[config.mk]
export PLATFORM = sky130hd
export DESIGN_NAME = sru_top
export DESIGN_NICKNAME = d
export VERILOG_FILES = /design/src/hdl/sru_pkg.sv /design/src/hdl/sru_top.sv /design/src/hdl/sru_shift_core.sv /design/src/hdl/sru_flag_gen.sv
export SDC_FILE = /design/constraint.sdc
export NUM_CORES = 1
export LEC_CHECK = 0
export ABC_AREA = 1
export BUFFER_PORTS_ARGS = -buffer_cell sky130_fd_sc_hd__buf_2
export CAP_MARGIN = 40
export CORE_ASPECT_RATIO = 0.9
export CORE_MARGIN = 2
export CORE_UTILIZATION = 56
export DETAILED_ROUTE_END_ITERATION = 12
export GPL_TIMING_DRIVEN = 0
export HOLD_SLACK_MARGIN = 0.05
export PLACE_DENSITY = 0.83
export SYNTH_ARGS = -nofsm -noshare
export SYNTH_HDL_FRONTEND = slang
export SYNTH_SLANG_ARGS = --single-unit
export TNS_END_PERCENT = 100
[constraint.sdc]
create_clock -name pclk -period 3 [get_ports pclk]
set_input_delay 0.6 -clock pclk [delete_from_list [all_inputs] [get_ports pclk]]
set_output_delay 0.6 -clock pclk [all_outputs]
set_load 0.05 [all_outputs]
[src/hdl/sru_pkg.sv]
// shared constants and types of the extended shift and rotate unit
// assumes a 20-bit core datapath and a 32-bit apb register port
package sru_pkg;

    // ------------------------------------------------------------
    // datapath widths
    // ------------------------------------------------------------
    localparam int SRU_W = 20;                  // extended operand width
    localparam int SRU_ADDR_W = 8;              // apb address bits decoded
    localparam int SRU_DATA_W = 32;             // apb data width

    // ------------------------------------------------------------
    // register byte offsets
    // ------------------------------------------------------------
    localparam logic [7:0] SRU_OFF_CTRL = 8'h00;     // operation select and start
    localparam logic [7:0] SRU_OFF_OPERAND = 8'h04;  // destination operand in
    localparam logic [7:0] SRU_OFF_RESULT = 8'h08;   // result out
    localparam logic [7:0] SRU_OFF_STATUS = 8'h0C;   // status register image
    localparam logic [7:0] SRU_OFF_MEMMASK = 8'h10;  // byte lanes of write-back

    // ------------------------------------------------------------
    // control register fields
    // ------------------------------------------------------------
    localparam int SRU_CTRL_OP_LSB = 0;         // 3-bit operation code
    localparam int SRU_CTRL_SIZE_LSB = 4;       // 2-bit operand size
    localparam int SRU_CTRL_CNT_LSB = 8;        // 3-bit position count
    localparam int SRU_CTRL_MEM_BIT = 12;       // destination is memory
    localparam int SRU_CTRL_GO_BIT = 31;        // write one to start

    // ------------------------------------------------------------
    // status register fields
    // ------------------------------------------------------------
    localparam int SRU_SR_C_BIT = 0;            // carry
    localparam int SRU_SR_Z_BIT = 1;            // zero
    localparam int SRU_SR_N_BIT = 2;            // negative
    localparam int SRU_SR_IRQEN_BIT = 3;        // global_irq_enable_bit
    localparam int SRU_SR_COREOFF_BIT = 4;      // core_off_bit
    localparam int SRU_SR_OSCSTOP_BIT = 5;      // oscillator_off_bit
    localparam int SRU_SR_V_BIT = 8;            // overflow
    localparam int SRU_ST_BUSY_BIT = 16;        // operation in flight
    localparam int SRU_ST_ERR_BIT = 17;         // last request refused

    // ------------------------------------------------------------
    // operation codes and sizes
    // ------------------------------------------------------------
    typedef enum logic [2:0] {
        reg_shift_left_multi = 3'b000,
        ext_shift_left_arith = 3'b001,
        ext_rotate_left_carry = 3'b010,
        reg_shift_right_arith_multi = 3'b011,
        ext_shift_right_arith = 3'b100,
        reg_rotate_right_carry_multi = 3'b101,
        ext_rotate_right_carry = 3'b110
    } sru_op_type;

    typedef enum logic [1:0] {
        sru_size_byte = 2'b00,
        sru_size_word = 2'b01,
        sru_size_addr = 2'b10
    } sru_size_type;

    // ------------------------------------------------------------
    // masks, sign positions, lanes, counts, reset values
    // ------------------------------------------------------------
    localparam logic [19:0] SRU_MASK_BYTE = 20'h000FF;
    localparam logic [19:0] SRU_MASK_WORD = 20'h0FFFF;
    localparam logic [19:0] SRU_MASK_ADDR = 20'hFFFFF;
    localparam logic [19:0] SRU_MSB_BYTE = 20'h00080;   // bit 7
    localparam logic [19:0] SRU_MSB_WORD = 20'h08000;   // bit 15
    localparam logic [19:0] SRU_MSB_ADDR = 20'h80000;   // bit 19
    localparam logic [2:0] SRU_LANES_BYTE = 3'h1;
    localparam logic [2:0] SRU_LANES_WORD = 3'h3;
    localparam logic [2:0] SRU_LANES_ADDR = 3'h7;
    localparam logic [2:0] SRU_CNT_MIN = 3'h1;
    localparam logic [2:0] SRU_CNT_MAX = 3'h4;
    localparam logic [19:0] SRU_OPERAND_RST = 20'h00000;
    localparam logic [31:0] SRU_READ_ZERO = 32'h00000000;

endpackage

[src/hdl/sru_top.sv]
// apb-attached shift and rotate unit of a 20-bit extended core
// assumes an apb master on pclk; one operation in flight at a time
//
// Added by the designer: the register offsets and the APB interface to the registers.
`timescale 1ns/1ps
`default_nettype none

module sru_top
    import sru_pkg::*;
(
    input wire logic pclk,
    input wire logic presetn,
    input wire logic psel,
    input wire logic penable,
    input wire logic pwrite,
    input wire logic [SRU_ADDR_W-1:0] paddr,
    input wire logic [SRU_DATA_W-1:0] pwdata,
    output logic [SRU_DATA_W-1:0] prdata,
    output logic pready,
    output logic pslverr
);

    // ------------------------------------------------------------
    // state types
    // ------------------------------------------------------------
    // two states: the shift itself is one combinational cycle
    typedef enum logic [0:0] {
        sru_idle = 1'b0,   // waiting for a start
        sru_exec = 1'b1    // operands latched, result this cycle
    } sru_fsm_type;

    // every flip-flop of the unit lives in this one struct
    typedef struct packed {
        sru_fsm_type fsm;             // execution state
        logic pready;                 // apb completion
        logic pslverr;                // apb error answer
        logic [SRU_DATA_W-1:0] prdata; // apb read data
        sru_op_type op;               // selected operation
        sru_size_type size;           // selected operand size
        logic [2:0] count;            // positions for multi forms
        logic mem_dest;               // destination is memory
        logic [SRU_W-1:0] operand;    // destination operand value
        logic [SRU_W-1:0] result;     // last result
        logic [2:0] lanes;            // byte lanes to write back
        logic flag_c;                 // carry
        logic flag_z;                 // zero
        logic flag_n;                 // negative
        logic flag_v;                 // overflow
        logic irq_en;                 // global_irq_enable_bit
        logic core_off;               // core_off_bit
        logic osc_off;                // oscillator_off_bit
        logic err;                    // last start refused
    } sru_state_type;

    sru_state_type cur;   // registered state
    sru_state_type nxt;   // next state

    // ------------------------------------------------------------
    // operation decode
    // ------------------------------------------------------------
    logic [SRU_W-1:0] width_mask;    // selected width mask
    logic [SRU_W-1:0] msb_bit;       // one-hot sign position
    logic [2:0] lane_set;            // lanes covered by the size
    logic is_multi;                  // register-only multi form
    logic is_left;                   // left shift family
    logic use_carry;                 // rotate through carry
    logic use_sign;                  // arithmetic right
    logic single_left;               // single left, overflow defined
    logic [2:0] eff_count;           // steps actually taken
    logic [SRU_W-1:0] core_result;   // shifter result
    logic core_carry;                // shifter carry
    logic gen_n;                     // negative flag
    logic gen_z;                     // zero flag
    logic gen_v;                     // overflow flag

    // size selects width, sign position and lanes
    // size 3 never starts, so the last branch is the 20-bit form
    always_comb begin
        if (cur.size == sru_size_byte) begin
            width_mask = SRU_MASK_BYTE;
            msb_bit = SRU_MSB_BYTE;
            lane_set = SRU_LANES_BYTE;
        end else if (cur.size == sru_size_word) begin
            width_mask = SRU_MASK_WORD;
            msb_bit = SRU_MSB_WORD;
            lane_set = SRU_LANES_WORD;
        end else begin
            width_mask = SRU_MASK_ADDR;
            msb_bit = SRU_MSB_ADDR;
            lane_set = SRU_LANES_ADDR;
        end
    end

    // operation selects direction, fill and step count
    always_comb begin
        is_multi = (cur.op == reg_shift_left_multi) ||
                   (cur.op == reg_shift_right_arith_multi) ||
                   (cur.op == reg_rotate_right_carry_multi);
        is_left = (cur.op == reg_shift_left_multi) ||
                  (cur.op == ext_shift_left_arith) ||
                  (cur.op == ext_rotate_left_carry);
        use_carry = (cur.op == ext_rotate_left_carry) ||
                    (cur.op == reg_rotate_right_carry_multi) ||
                    (cur.op == ext_rotate_right_carry);
        use_sign = (cur.op == reg_shift_right_arith_multi) ||
                   (cur.op == ext_shift_right_arith);
        // multi-left overflow is undefined; it is driven low
        single_left = (cur.op == ext_shift_left_arith) ||
                      (cur.op == ext_rotate_left_carry);
        // single forms ignore the count field: one position always
        // multi forms take the count from the base request alone
        if (is_multi) begin
            eff_count = cur.count;
        end else begin
            eff_count = SRU_CNT_MIN;
        end
    end

    // ------------------------------------------------------------
    // datapath instances
    // ------------------------------------------------------------
    // operand masked first so bits above the size never leak in
    sru_shift_core #(
        .W(SRU_W),
        .MAX_STEPS(SRU_CNT_MAX)
    ) u_shift (
        .operand(cur.operand & width_mask),
        .width_mask(width_mask),
        .msb_bit(msb_bit),
        .shift_left(is_left),
        .fill_carry(use_carry),
        .fill_sign(use_sign),
        .count(eff_count),
        .carry_in(cur.flag_c),
        .result(core_result),
        .carry_out(core_carry)
    );

    // flags see the same masked operand for the overflow window
    sru_flag_gen #(
        .W(SRU_W)
    ) u_flags (
        .operand(cur.operand & width_mask),
        .result(core_result),
        .msb_bit(msb_bit),
        .single_left(single_left),
        .flag_n(gen_n),
        .flag_z(gen_z),
        .flag_v(gen_v)
    );

    // ------------------------------------------------------------
    // register read image
    // ------------------------------------------------------------
    logic [SRU_DATA_W-1:0] ctrl_image;    // control readback
    logic [SRU_DATA_W-1:0] status_image;  // status readback
    logic [SRU_DATA_W-1:0] read_word;     // addressed word
    logic read_hit;                       // address is mapped

    // assemble control and status words
    always_comb begin
        ctrl_image = SRU_READ_ZERO;
        ctrl_image[SRU_CTRL_OP_LSB +: 3] = cur.op;
        ctrl_image[SRU_CTRL_SIZE_LSB +: 2] = cur.size;
        ctrl_image[SRU_CTRL_CNT_LSB +: 3] = cur.count;
        ctrl_image[SRU_CTRL_MEM_BIT] = cur.mem_dest;
        status_image = SRU_READ_ZERO;
        status_image[SRU_SR_C_BIT] = cur.flag_c;
        status_image[SRU_SR_Z_BIT] = cur.flag_z;
        status_image[SRU_SR_N_BIT] = cur.flag_n;
        status_image[SRU_SR_IRQEN_BIT] = cur.irq_en;
        status_image[SRU_SR_COREOFF_BIT] = cur.core_off;
        status_image[SRU_SR_OSCSTOP_BIT] = cur.osc_off;
        status_image[SRU_SR_V_BIT] = cur.flag_v;
        status_image[SRU_ST_BUSY_BIT] = (cur.fsm == sru_exec);
        status_image[SRU_ST_ERR_BIT] = cur.err;
    end

    // address decode for reads; unmapped reads return zero
    // reads are captured in the first access cycle, so a result is
    // visible to any read set up after the execute cycle
    always_comb begin
        read_hit = 1'b1;
        if (paddr == SRU_OFF_CTRL) begin
            read_word = ctrl_image;
        end else if (paddr == SRU_OFF_OPERAND) begin
            read_word = {12'h000, cur.operand};
        end else if (paddr == SRU_OFF_RESULT) begin
            read_word = {12'h000, cur.result};
        end else if (paddr == SRU_OFF_STATUS) begin
            read_word = status_image;
        end else if (paddr == SRU_OFF_MEMMASK) begin
            read_word = {29'h00000000, cur.lanes};
        end else begin
            read_word = SRU_READ_ZERO;
            read_hit = 1'b0;
        end
    end

    // ------------------------------------------------------------
    // next state
    // ------------------------------------------------------------
    logic access;      // apb access phase, not yet answered
    logic commit;      // apb write completing at this edge
    logic start_ok;    // start request is a legal combination
    logic [2:0] w_cnt; // count field of the write
    logic w_multi;     // write selects a multi form

    // legality of a start: multi forms are register-only, word or
    // address size, count 1..4; single forms take any size
    // a refused start still latches the fields for readback
    always_comb begin
        w_cnt = pwdata[SRU_CTRL_CNT_LSB +: 3];
        w_multi = (pwdata[SRU_CTRL_OP_LSB +: 3] == reg_shift_left_multi) ||
                  (pwdata[SRU_CTRL_OP_LSB +: 3] == reg_shift_right_arith_multi) ||
                  (pwdata[SRU_CTRL_OP_LSB +: 3] == reg_rotate_right_carry_multi);
        start_ok = (pwdata[SRU_CTRL_OP_LSB +: 3] <= ext_rotate_right_carry) &&
                   (pwdata[SRU_CTRL_SIZE_LSB +: 2] <= sru_size_addr);
        if (w_multi) begin
            start_ok = start_ok && !pwdata[SRU_CTRL_MEM_BIT] &&
                       (pwdata[SRU_CTRL_SIZE_LSB +: 2] != sru_size_byte) &&
                       (w_cnt >= SRU_CNT_MIN) && (w_cnt <= SRU_CNT_MAX);
        end
    end

    // one wait state: pready rises in the second access cycle
    always_comb begin
        access = psel && penable && !cur.pready;
        commit = psel && penable && cur.pready && pwrite;
        nxt = cur;
        nxt.pready = access;
        nxt.pslverr = 1'b0;
        // trade-off: result lands one cycle after the start, which
        // keeps the shifter off the apb read path
        // execute the latched operation; mode bits are left alone
        if (cur.fsm == sru_exec) begin
            nxt.result = core_result;
            nxt.flag_c = core_carry;
            nxt.flag_n = gen_n;
            nxt.flag_z = gen_z;
            nxt.flag_v = gen_v;
            // memory forms write back only the lanes of the size
            if (cur.mem_dest) begin
                nxt.lanes = lane_set;
            end else begin
                nxt.lanes = 3'h0;
            end
            nxt.fsm = sru_idle;
        end
        if (access) begin
            // unmapped reads and writes answer pslverr, change nothing
            if (!read_hit) begin
                nxt.pslverr = 1'b1;
            end
            if (!pwrite) begin
                nxt.prdata = read_word;
            end
        end
        // writes land at the edge that completes the transfer
        if (commit) begin
            if (paddr == SRU_OFF_CTRL) begin
                // fields latch always; a start launches only if legal
                nxt.op = sru_op_type'(pwdata[SRU_CTRL_OP_LSB +: 3]);
                nxt.size = sru_size_type'(pwdata[SRU_CTRL_SIZE_LSB +: 2]);
                nxt.count = w_cnt;
                nxt.mem_dest = pwdata[SRU_CTRL_MEM_BIT];
                if (pwdata[SRU_CTRL_GO_BIT]) begin
                    nxt.err = !start_ok;
                    if (start_ok) begin
                        nxt.fsm = sru_exec;
                    end
                end
            end else if (paddr == SRU_OFF_OPERAND) begin
                nxt.operand = pwdata[SRU_W-1:0];
            end else if (paddr == SRU_OFF_STATUS) begin
                // software loads the status image, e.g. carry before rotate
                if (cur.fsm != sru_exec) begin
                    nxt.flag_c = pwdata[SRU_SR_C_BIT];
                    nxt.flag_z = pwdata[SRU_SR_Z_BIT];
                    nxt.flag_n = pwdata[SRU_SR_N_BIT];
                    nxt.flag_v = pwdata[SRU_SR_V_BIT];
                end
                // mode bits change only here, never by an operation
                nxt.irq_en = pwdata[SRU_SR_IRQEN_BIT];
                nxt.core_off = pwdata[SRU_SR_COREOFF_BIT];
                nxt.osc_off = pwdata[SRU_SR_OSCSTOP_BIT];
            end
        end
    end

    // ------------------------------------------------------------
    // state register
    // ------------------------------------------------------------
    // async reset loads constants only
    always_ff @(posedge pclk or negedge presetn) begin
        if (!presetn) begin
            cur.fsm <= sru_idle;
            cur.pready <= 1'b0;
            cur.pslverr <= 1'b0;
            cur.prdata <= SRU_READ_ZERO;
            cur.op <= reg_shift_left_multi;
            cur.size <= sru_size_word;
            cur.count <= SRU_CNT_MIN;
            cur.mem_dest <= 1'b0;
            cur.operand <= SRU_OPERAND_RST;
            cur.result <= SRU_OPERAND_RST;
            cur.lanes <= 3'h0;
            cur.flag_c <= 1'b0;
            cur.flag_z <= 1'b0;
            cur.flag_n <= 1'b0;
            cur.flag_v <= 1'b0;
            cur.irq_en <= 1'b0;
            cur.core_off <= 1'b0;
            cur.osc_off <= 1'b0;
            cur.err <= 1'b0;
        end else begin
            cur <= nxt;
        end
    end

    // ------------------------------------------------------------
    // outputs
    // ------------------------------------------------------------
    // every output is a flip-flop of the state struct
    assign prdata = cur.prdata;
    assign pready = cur.pready;
    assign pslverr = cur.pslverr;

endmodule

`default_nettype wire

[src/hdl/sru_shift_core.sv]
// position-by-position shifter of the shift and rotate unit
// assumes operand already limited to the selected width
`timescale 1ns/1ps
`default_nettype none

module sru_shift_core
    import sru_pkg::*;
#(
    parameter int W = SRU_W,
    parameter int MAX_STEPS = 4
) (
    input wire logic [W-1:0] operand,
    input wire logic [W-1:0] width_mask,
    input wire logic [W-1:0] msb_bit,
    input wire logic shift_left,
    input wire logic fill_carry,
    input wire logic fill_sign,
    input wire logic [2:0] count,
    input wire logic carry_in,
    output logic [W-1:0] result,
    output logic carry_out
);

    // ------------------------------------------------------------
    // repeated single steps
    // ------------------------------------------------------------
    // one-bit steps chained rather than a barrel shift: the carry ring
    // of the rotate forms is then exact for every count
    always_comb begin
        logic [W-1:0] v;
        logic c;
        logic old_msb;
        v = operand;
        c = carry_in;
        old_msb = 1'b0;
        for (int i = 1; i <= MAX_STEPS; i++) begin
            if (i <= int'(count)) begin
                if (shift_left) begin
                    // msb leaves into carry, lsb takes zero or carry
                    old_msb = |(v & msb_bit);
                    v = (v << 1) & width_mask;
                    if (fill_carry) begin
                        v[0] = c;
                    end
                    c = old_msb;
                end else begin
                    // lsb leaves into carry, msb takes sign or carry
                    old_msb = |(v & msb_bit);
                    c = v[0];
                    v = v >> 1;
                    if (fill_sign && old_msb) begin
                        v = v | msb_bit;
                    end else if (fill_carry && (i == 1 ? carry_in : operand[i-2])) begin
                        v = v | msb_bit;
                    end
                end
            end
        end
        result = v & width_mask;
        carry_out = c;
    end

endmodule

`default_nettype wire

[src/hdl/sru_flag_gen.sv]
// negative, zero and overflow flags of the shift and rotate unit
// assumes result already limited to the selected width
`timescale 1ns/1ps
`default_nettype none

module sru_flag_gen
    import sru_pkg::*;
#(
    parameter int W = SRU_W
) (
    input wire logic [W-1:0] operand,
    input wire logic [W-1:0] result,
    input wire logic [W-1:0] msb_bit,
    input wire logic single_left,
    output logic flag_n,
    output logic flag_z,
    output logic flag_v
);

    // ------------------------------------------------------------
    // flag logic
    // ------------------------------------------------------------
    // the overflow window 4..c of the top nibble equals top two bits differ
    always_comb begin
        flag_n = |(result & msb_bit);
        flag_z = (result == '0);
        flag_v = single_left && ((|(operand & msb_bit)) != (|(operand & (msb_bit >> 1))));
    end

endmodule

`default_nettype wire

==> impl_metrics.yaml, run 1 <==
synthesis:
  syn_area_per_cell_um2: 6.36
  yosysWarnings: 0
  synth-seq-cells: 83
  synth_flop_cell: "dfrtp_1"
  synthArstFlopShare_pct: 100
  syn_inst: 987
  ys_seq_area_share_pct: 33.1
  synth_edf_count: 0
  synth_cell_type_count: 41
  netlist_area_um2: 6280
critical_path:
  critPathArrivalTime_ns: 3.27
  max_stage_delay_ns: 0.44
  critPathKind: "reg2reg"
  worstPathMaxFanout: 10
  slowest_stage: "dfrtp_1"
  startpoint_type: "flip-flop"
  critPathCaptureType: "flip-flop"
  cp_cell_sequence: "inv_2 -> nand2_1 -> nand2_4 -> nand2_2 -> a21oi_4 -> inv_2 -> buf_4 -> buf_4 -> nand3_1 -> nand3_1 -> nand3_1 -> nand2_1 -> a21oi_1 -> nand2_1 -> nand3_1 -> nor2_2 -> nand4_1 -> nand2_1 -> nand2_1 -> nand2_1 -> nand2_1 -> nand2_1"
  required_ns: 3.24
  cpMostUsedCell: "nand2_1"
floorplanning:
  coreArea_um2: 10900
  io_pins: 79
  dieArea_um2: 12100
  die_w_um: 116
  start_util_pct: 57.6
  die_h_um: 104
  rows: 36
power_and_ir_drop:
  vdd_drop_max_mv: 0.307
  power_leakage_nw: 3.92
  power_density_nw_per_um2: 346
sta:
  fin_crit_ns: 3.03
  slew_viol_final: 0
  rsz0062_at_grt: "yes"
  max_freq_mhz: 330
  min_period_over_period_pct: 101
  slew_headroom_pct: 56.9
  fin_worst_skew_ns: 0.00827
  worst_slack_ns: -0.0338
  hold_violations: 0
  setup_viol: 1
  worstMarginPinSlew_ns: 0.647
layout:
  drive_gt1_share_pct: 18.5
  layout_commonest_cell: "nand2_1"
  final_cells: 1236
  n_antenna_cell: 0
  final_cell_mix: "nand2_1 (341), nand3_1 (99), o21ai_0 (94), inv_1 (85), dfrtp_1 (80)"
  fillers: 1038
  area_delta_synth_final_pct: 17.3
  layout.nets: 1124
  final_core_util_pct: 67.6
grt:
  overflow: 0
  grt_pass1_vias: 6366
  antenna_found_initial: 1
  grt_use_total_pct: 37.2
  grt_max_degree: 44
  grt_first_pass_wirelength_um: 34100
placed_design:
  place_ws_ns: -0.400
  io_buffers: 55
  dp_hpwl_um: 17400
  globalplace.congestion: 1.00
  place_inst: 1207
clock_tree:
  cts.sinks: 83
  cts_tree: "done"
  path_clk_slew_ns: 0.07
  htree_num_levels: 3
  clockBufferDepth: 2
  clock-root-buffer: "clkbuf_16"
  cts_made_buffers: 9
  clk_latency_ns: 0.35
worst_hold_path:
  hp-class: "in2async"
status:
  outcome: "complete, but fails checks"
  violations: "negative setup slack"
detailed_routing:
  drt-total-wl_um: 22400
  vias: 7202
  dr.pass1.iters: 5
  detail_route.wl_per_cell_um: 18.1
  vias_per_cell: 5.83
  route.detailed.drc: 0
  ant_nets: 0
  drt_iter0_drc: 773
flow_run:
  cap_viol_max_count: 0
[layout make-up]
class	instances	area (µm²)	area share (%)
Clock buffer	9	225	3.06
Buffer	78	498	6.76
Sequential cell	83	2080	28.2
Multi-Input combinational cell	742	3540	48.0
Inverter	96	369	5.01
Clock inverter	7	75.1	1.02
Tap cell	152	190	2.58
Timing Repair Buffer	69	393	5.33
[layer usage]
layer  track usage [%]  share of wire [%]
met1              52.8                 42
met2              53.3                 43
met3              11.1                 12
met4              13.7                3.3
met5                 0                  0
[cells by family (layout without fill, tap and decap cells)]
| kind of cell | count (synthesis) | count (layout) | synth area share, % |
|---|---|---|---|
| compound gates | 178 | 178 | 15.9 |
| xor+xnor | 2 | 2 | 0.279 |
| buf+inv | 174 | 259 | 13.2 |
| flops | 83 | 83 | 33.1 |
| mux | 6 | 6 | 1.04 |
| other cells | 1 | 12 | 0.0597 |
| simple gates | 543 | 544 | 36.4 |
[flip-flops by register name, summed over array words and instances, names as in the netlist]
| register | flops |
|---|---|
| prdata | 20 |
| ctrl_image | 9 |
| pready | 1 |
| cur | 52 |
| pslverr | 1 |
[worst paths after layout]
kind                       slack, ns  cells after the start                       from                        end
hold / removal                  0.23                      1                    presetn     prdata[12]$_DFFE_PN0P_
max in group asynchronous       2.09                      2                    presetn  ctrl_image[4]$_DFFE_PN1P_
hold reg to reg                 0.48                      2     prdata[15]$_DFFE_PN0P_     prdata[15]$_DFFE_PN0P_
setup reg to reg               -0.03                     22  ctrl_image[1]$_DFFE_PN0P_           cur[6]$_DFF_PN0_
setup / recovery               -0.03                     22  ctrl_image[1]$_DFFE_PN0P_           cur[6]$_DFF_PN0_
min in group pclk               0.48                      2     prdata[15]$_DFFE_PN0P_     prdata[15]$_DFFE_PN0P_
[critical path: cells and delay by family (launching register included)]
| kind | cells | cell delay, ns |
|---|---|---|
| AO/OA/AOI/OAI | 2 | 0.39 |
| flip-flops | 1 | 0.44 |
| buffers and inverters | 4 | 0.57 |
| AND/OR/NAND/NOR | 16 | 1.52 |
[stage by stage]
step                power, W  cell area, µm²  setup TNS [ns]  hold slack (ns)
CTS                  0.00254            7210               0            0.252
global route         0.00262            7370          -0.212            0.278
detailed placement   0.00142            6820           -2.09            0.468
finish               0.00255            7370         -0.0338            0.230
global placement     0.00141            6790          -0.952            0.461
floorplan            0.00133            6320               0            0.304
[report_power, final]
part	switching (W)	internal [W]	leakage (nW)
registers	0.00000836	0.00113	1.06
clock network	0.000489	0.000651	0.144
logic	0.000189	0.0000827	2.72
total	0.000686	0.00186	3.92
[Yosys cell counts, types with 2 or more instances]
master	instances	area share, %
nand2_1	353	21
nand3_1	105	8.4
o21ai_0	100	8.0
inv_1	87	5.2
dfrtp_1	81	32
nor2_1	51	3.0
buf_4	38	4.5
a21oi_1	35	2.8
clkbuf_1	21	1.3
buf_2	15	1.2
nand4_1	12	1.2
a221oi_1	8	1.1
nor3_1	8	0.64
inv_2	7	0.42
o211ai_1	7	0.84
o21ai_1	7	0.56
o221ai_1	7	0.98
o22ai_1	7	0.70
mux2_2	4	0.72
nand3_2	4	0.64
a31oi_1	3	0.30
nand2_2	3	0.30
buf_1	2	0.12
buf_6	2	0.36
clkinv_1	2	0.12
dfstp_2	2	0.84
mux2i_1	2	0.32
[repair_timing]
action / 4_1_cts / 5_1_grt
endpoints found under the setup margin: 1 / 12
resized for setup: 24 / 30
gates cloned: 0 / 1
pin swaps: 3 / 4
buffers inserted: 4 / 8
hold buffers: 0 / 0
(Power assumes the default switching activity.)
==> run 2: changes to the inputs <==
PLACE_DENSITY = 0.77   (was 0.83)
==> run 2 against run 1 <==
The flow now finishes without violations. Highest routed layer unchanged. Core utilization grew 4.5 points. Hold slack got worse by 0.028 ns. Flip-flop and latch count is the same. Clock skew down 0.0038 ns. Non-clock buffer count increased by 18. Critical path type unchanged. Routed wire length down 1.9%. Register-to-register slack improved by 0.05 ns. Cell area up 6.7%. Largest power group is now the clock network.
==> impl_metrics.yaml, run 2 (synthesized netlist as in run 1, its figures left out) <==
floorplanning:
  rows: 36
  coreArea_um2: 10900
  io_pins: 79
  die_h_um: 104
  die_w_um: 116
  start_util_pct: 57.6
  dieArea_um2: 12100
layout:
  fillers: 990
  seqCellArea_um2: 2080
  multi_input_area_um2: 3770
  layout.nets: 1143
  final_cells: 1256
  final_core_util_pct: 72.1
  layout_commonest_cell: "nand2_1"
  drive_gt1_share_pct: 24.8
  final_cell_mix: "nand2_1 (306), o21ai_0 (94), nand3_1 (86), inv_1 (85), dfrtp_1 (78)"
  largest_reg_flops: 52
  largest_register: "cur"
  final_cell_area_um2: 7860
  area_delta_synth_final_pct: 25.1
grt:
  grt_use_total_pct: 35.9
  grt_pass1_vias: 6231
  overflow: 0
  antenna_found_initial: 1
  grt_max_degree: 50
  grt_first_pass_wirelength_um: 33400
placed_design:
  globalplace.congestion: 1.03
  place_inst: 1206
  place_ws_ns: -0.284
  dp_hpwl_um: 16600
  dpl-instance-area_um2: 6820
  io_buffers: 55
critical_path:
  critPathTopFamily: "simple AND/OR/NAND/NOR gates"
  required_ns: 3.28
  cpMostUsedCell: "nand2_1"
  worstSetupPathDepth: 26
  worst_r2r_path_depth: 26
  worstSetupStartpoint: "ctrl_image[0]$_DFFE_PN0P_"
  critPathKind: "reg2reg"
  worstReg2RegEnd: "cur[6]$_DFF_PN0_"
  critPathArrivalTime_ns: 3.27
  reg2reg_from: "ctrl_image[0]$_DFFE_PN0P_"
  critPathCaptureType: "flip-flop"
  worstPathMaxFanout: 10
  timing.critical_path.buf_inv: 5
  startpoint_type: "flip-flop"
  crit_end: "cur[6]$_DFF_PN0_"
  r2r_slack_ns: 0.01
  max_stage_delay_ns: 0.46
  slowest_stage: "dfrtp_2"
clock_tree:
  cts.sinks: 83
  clk_latency_ns: 0.34
  clock-root-buffer: "clkbuf_16"
  cts_hold_buf: 0
  path_clk_slew_ns: 0.06
  clockBufferDepth: 2
  cts_made_buffers: 9
  cts_tree: "done"
  htree_num_levels: 3
detailed_routing:
  dr.pass1.iters: 7
  ant_nets: 0
  drt-total-wl_um: 22000
  route.detailed.drc: 0
  drt_iter0_drc: 842
  vias_per_cell: 5.70
  detail_route.wl_per_cell_um: 17.5
  vias: 7153
sta:
  fin_tns_setup_ns: 0
  max_freq_mhz: 335
  slew_viol_final: 0
  slew_headroom_pct: 41.2
  worstMarginPinSlew_ns: 0.874
  fin_worst_skew_ns: 0.00451
  min_period_over_period_pct: 99.6
  setup_viol: 0
  rsz0062_at_grt: "yes"
  fin_crit_ns: 2.99
  worst_slack_ns: 0.0130
  hold_violations: 0
status:
  outcome: "completed"
power_and_ir_drop:
  power_density_nw_per_um2: 338
  vdd_drop_max_mv: 0.232
  power_leakage_nw: 4.07
worst_hold_path:
  hp-class: "in2async"
flow_run:
  cap_viol_max_count: 0
-- run 2: cell type report --
type                            count  area share (%)
Antenna cell                        1          0.0318
Buffer                             78            6.70
Clock buffer                       11            3.22
Clock inverter                      5            1.07
Inverter                           96            4.70
Multi-Input combinational cell    743            48.0
Sequential cell                    83            26.5
Tap cell                          152            2.42
Timing Repair Buffer               87            7.37
-- run 2: per-layer routing --
metal / share of wire [%] / global-route usage (%)
met2: 43 / 51.7
met3: 11 / 9.21
met5: 0 / 0
met1: 42 / 51.8
met4: 3.8 / 13.0
-- run 2: power breakdown --
part           leakage, nW  internal, W  switching, W
Clock                0.158     0.000777      0.000459
Sequential            1.06      0.00113    0.00000795
Combinational         2.85    0.0000894      0.000192
Total                 4.07      0.00200      0.000659
-- run 2: worst min path at each step --
| stage | start | endpoint | slack (ns) | cells after the start |
|---|---|---|---|---|
| 2_1_floorplan | presetn | ctrl_image[0]$_DFFE_PN0P_ | 0.30 | 0 |
| 3_3_place_gp | prdata[15]$_DFFE_PN0P_ | prdata[15]$_DFFE_PN0P_ | 0.46 | 2 |
| 3_5_place_dp | cur[8]$_DFFE_PN0P_ | cur[8]$_DFFE_PN0P_ | 0.47 | 2 |
| 4_1_cts | presetn | pready$_DFF_PN0_ | 0.21 | 1 |
| 5_1_grt | presetn | pready$_DFF_PN0_ | 0.24 | 1 |
| 6_report | presetn | pready$_DFF_PN0_ | 0.20 | 1 |
-- run 2: per-stage QoR --
step | hold slack [ns] | total power (W)
floorplan | 0.304 | 0.00133
global placement | 0.465 | 0.00141
detailed placement | 0.467 | 0.00142
CTS | 0.212 | 0.00265
global route | 0.235 | 0.00274
finish | 0.203 | 0.00266
-- run 2: worst register-to-register path, stage by stage, from the launching register on --
cell and delay, ns:
dfrtp_2 0.46, inv_2 0.09, nand2_2 0.09, nand3_4 0.09, buf_8 0.15, nand3_2 0.12, buf_6 0.15, nand2_1 0.10
nand3_1 0.14, nand3_2 0.15, nand3_1 0.10, nand2_1 0.06, inv_1 0.06, nand2_2 0.06, nand3_1 0.07, nand2_1 0.05
inv_1 0.05, nand2_1 0.07, nand2_1 0.09, nand3_1 0.09, nor2_2 0.13, nand4_1 0.16, nand2_1 0.11, nand2_1 0.05
nand2_1 0.11, nand2_1 0.05, nand2_1 0.06
-- run 2: what timing repair did --
| action | CTS | global route |
|---|---|---|
| gates resized for setup | 15 | 119 |
| gates cloned | 0 | 4 |
| buffers inserted | 7 | 22 |
| setup endpoints to repair | 1 | 10 |
| pin swaps | 1 | 33 |
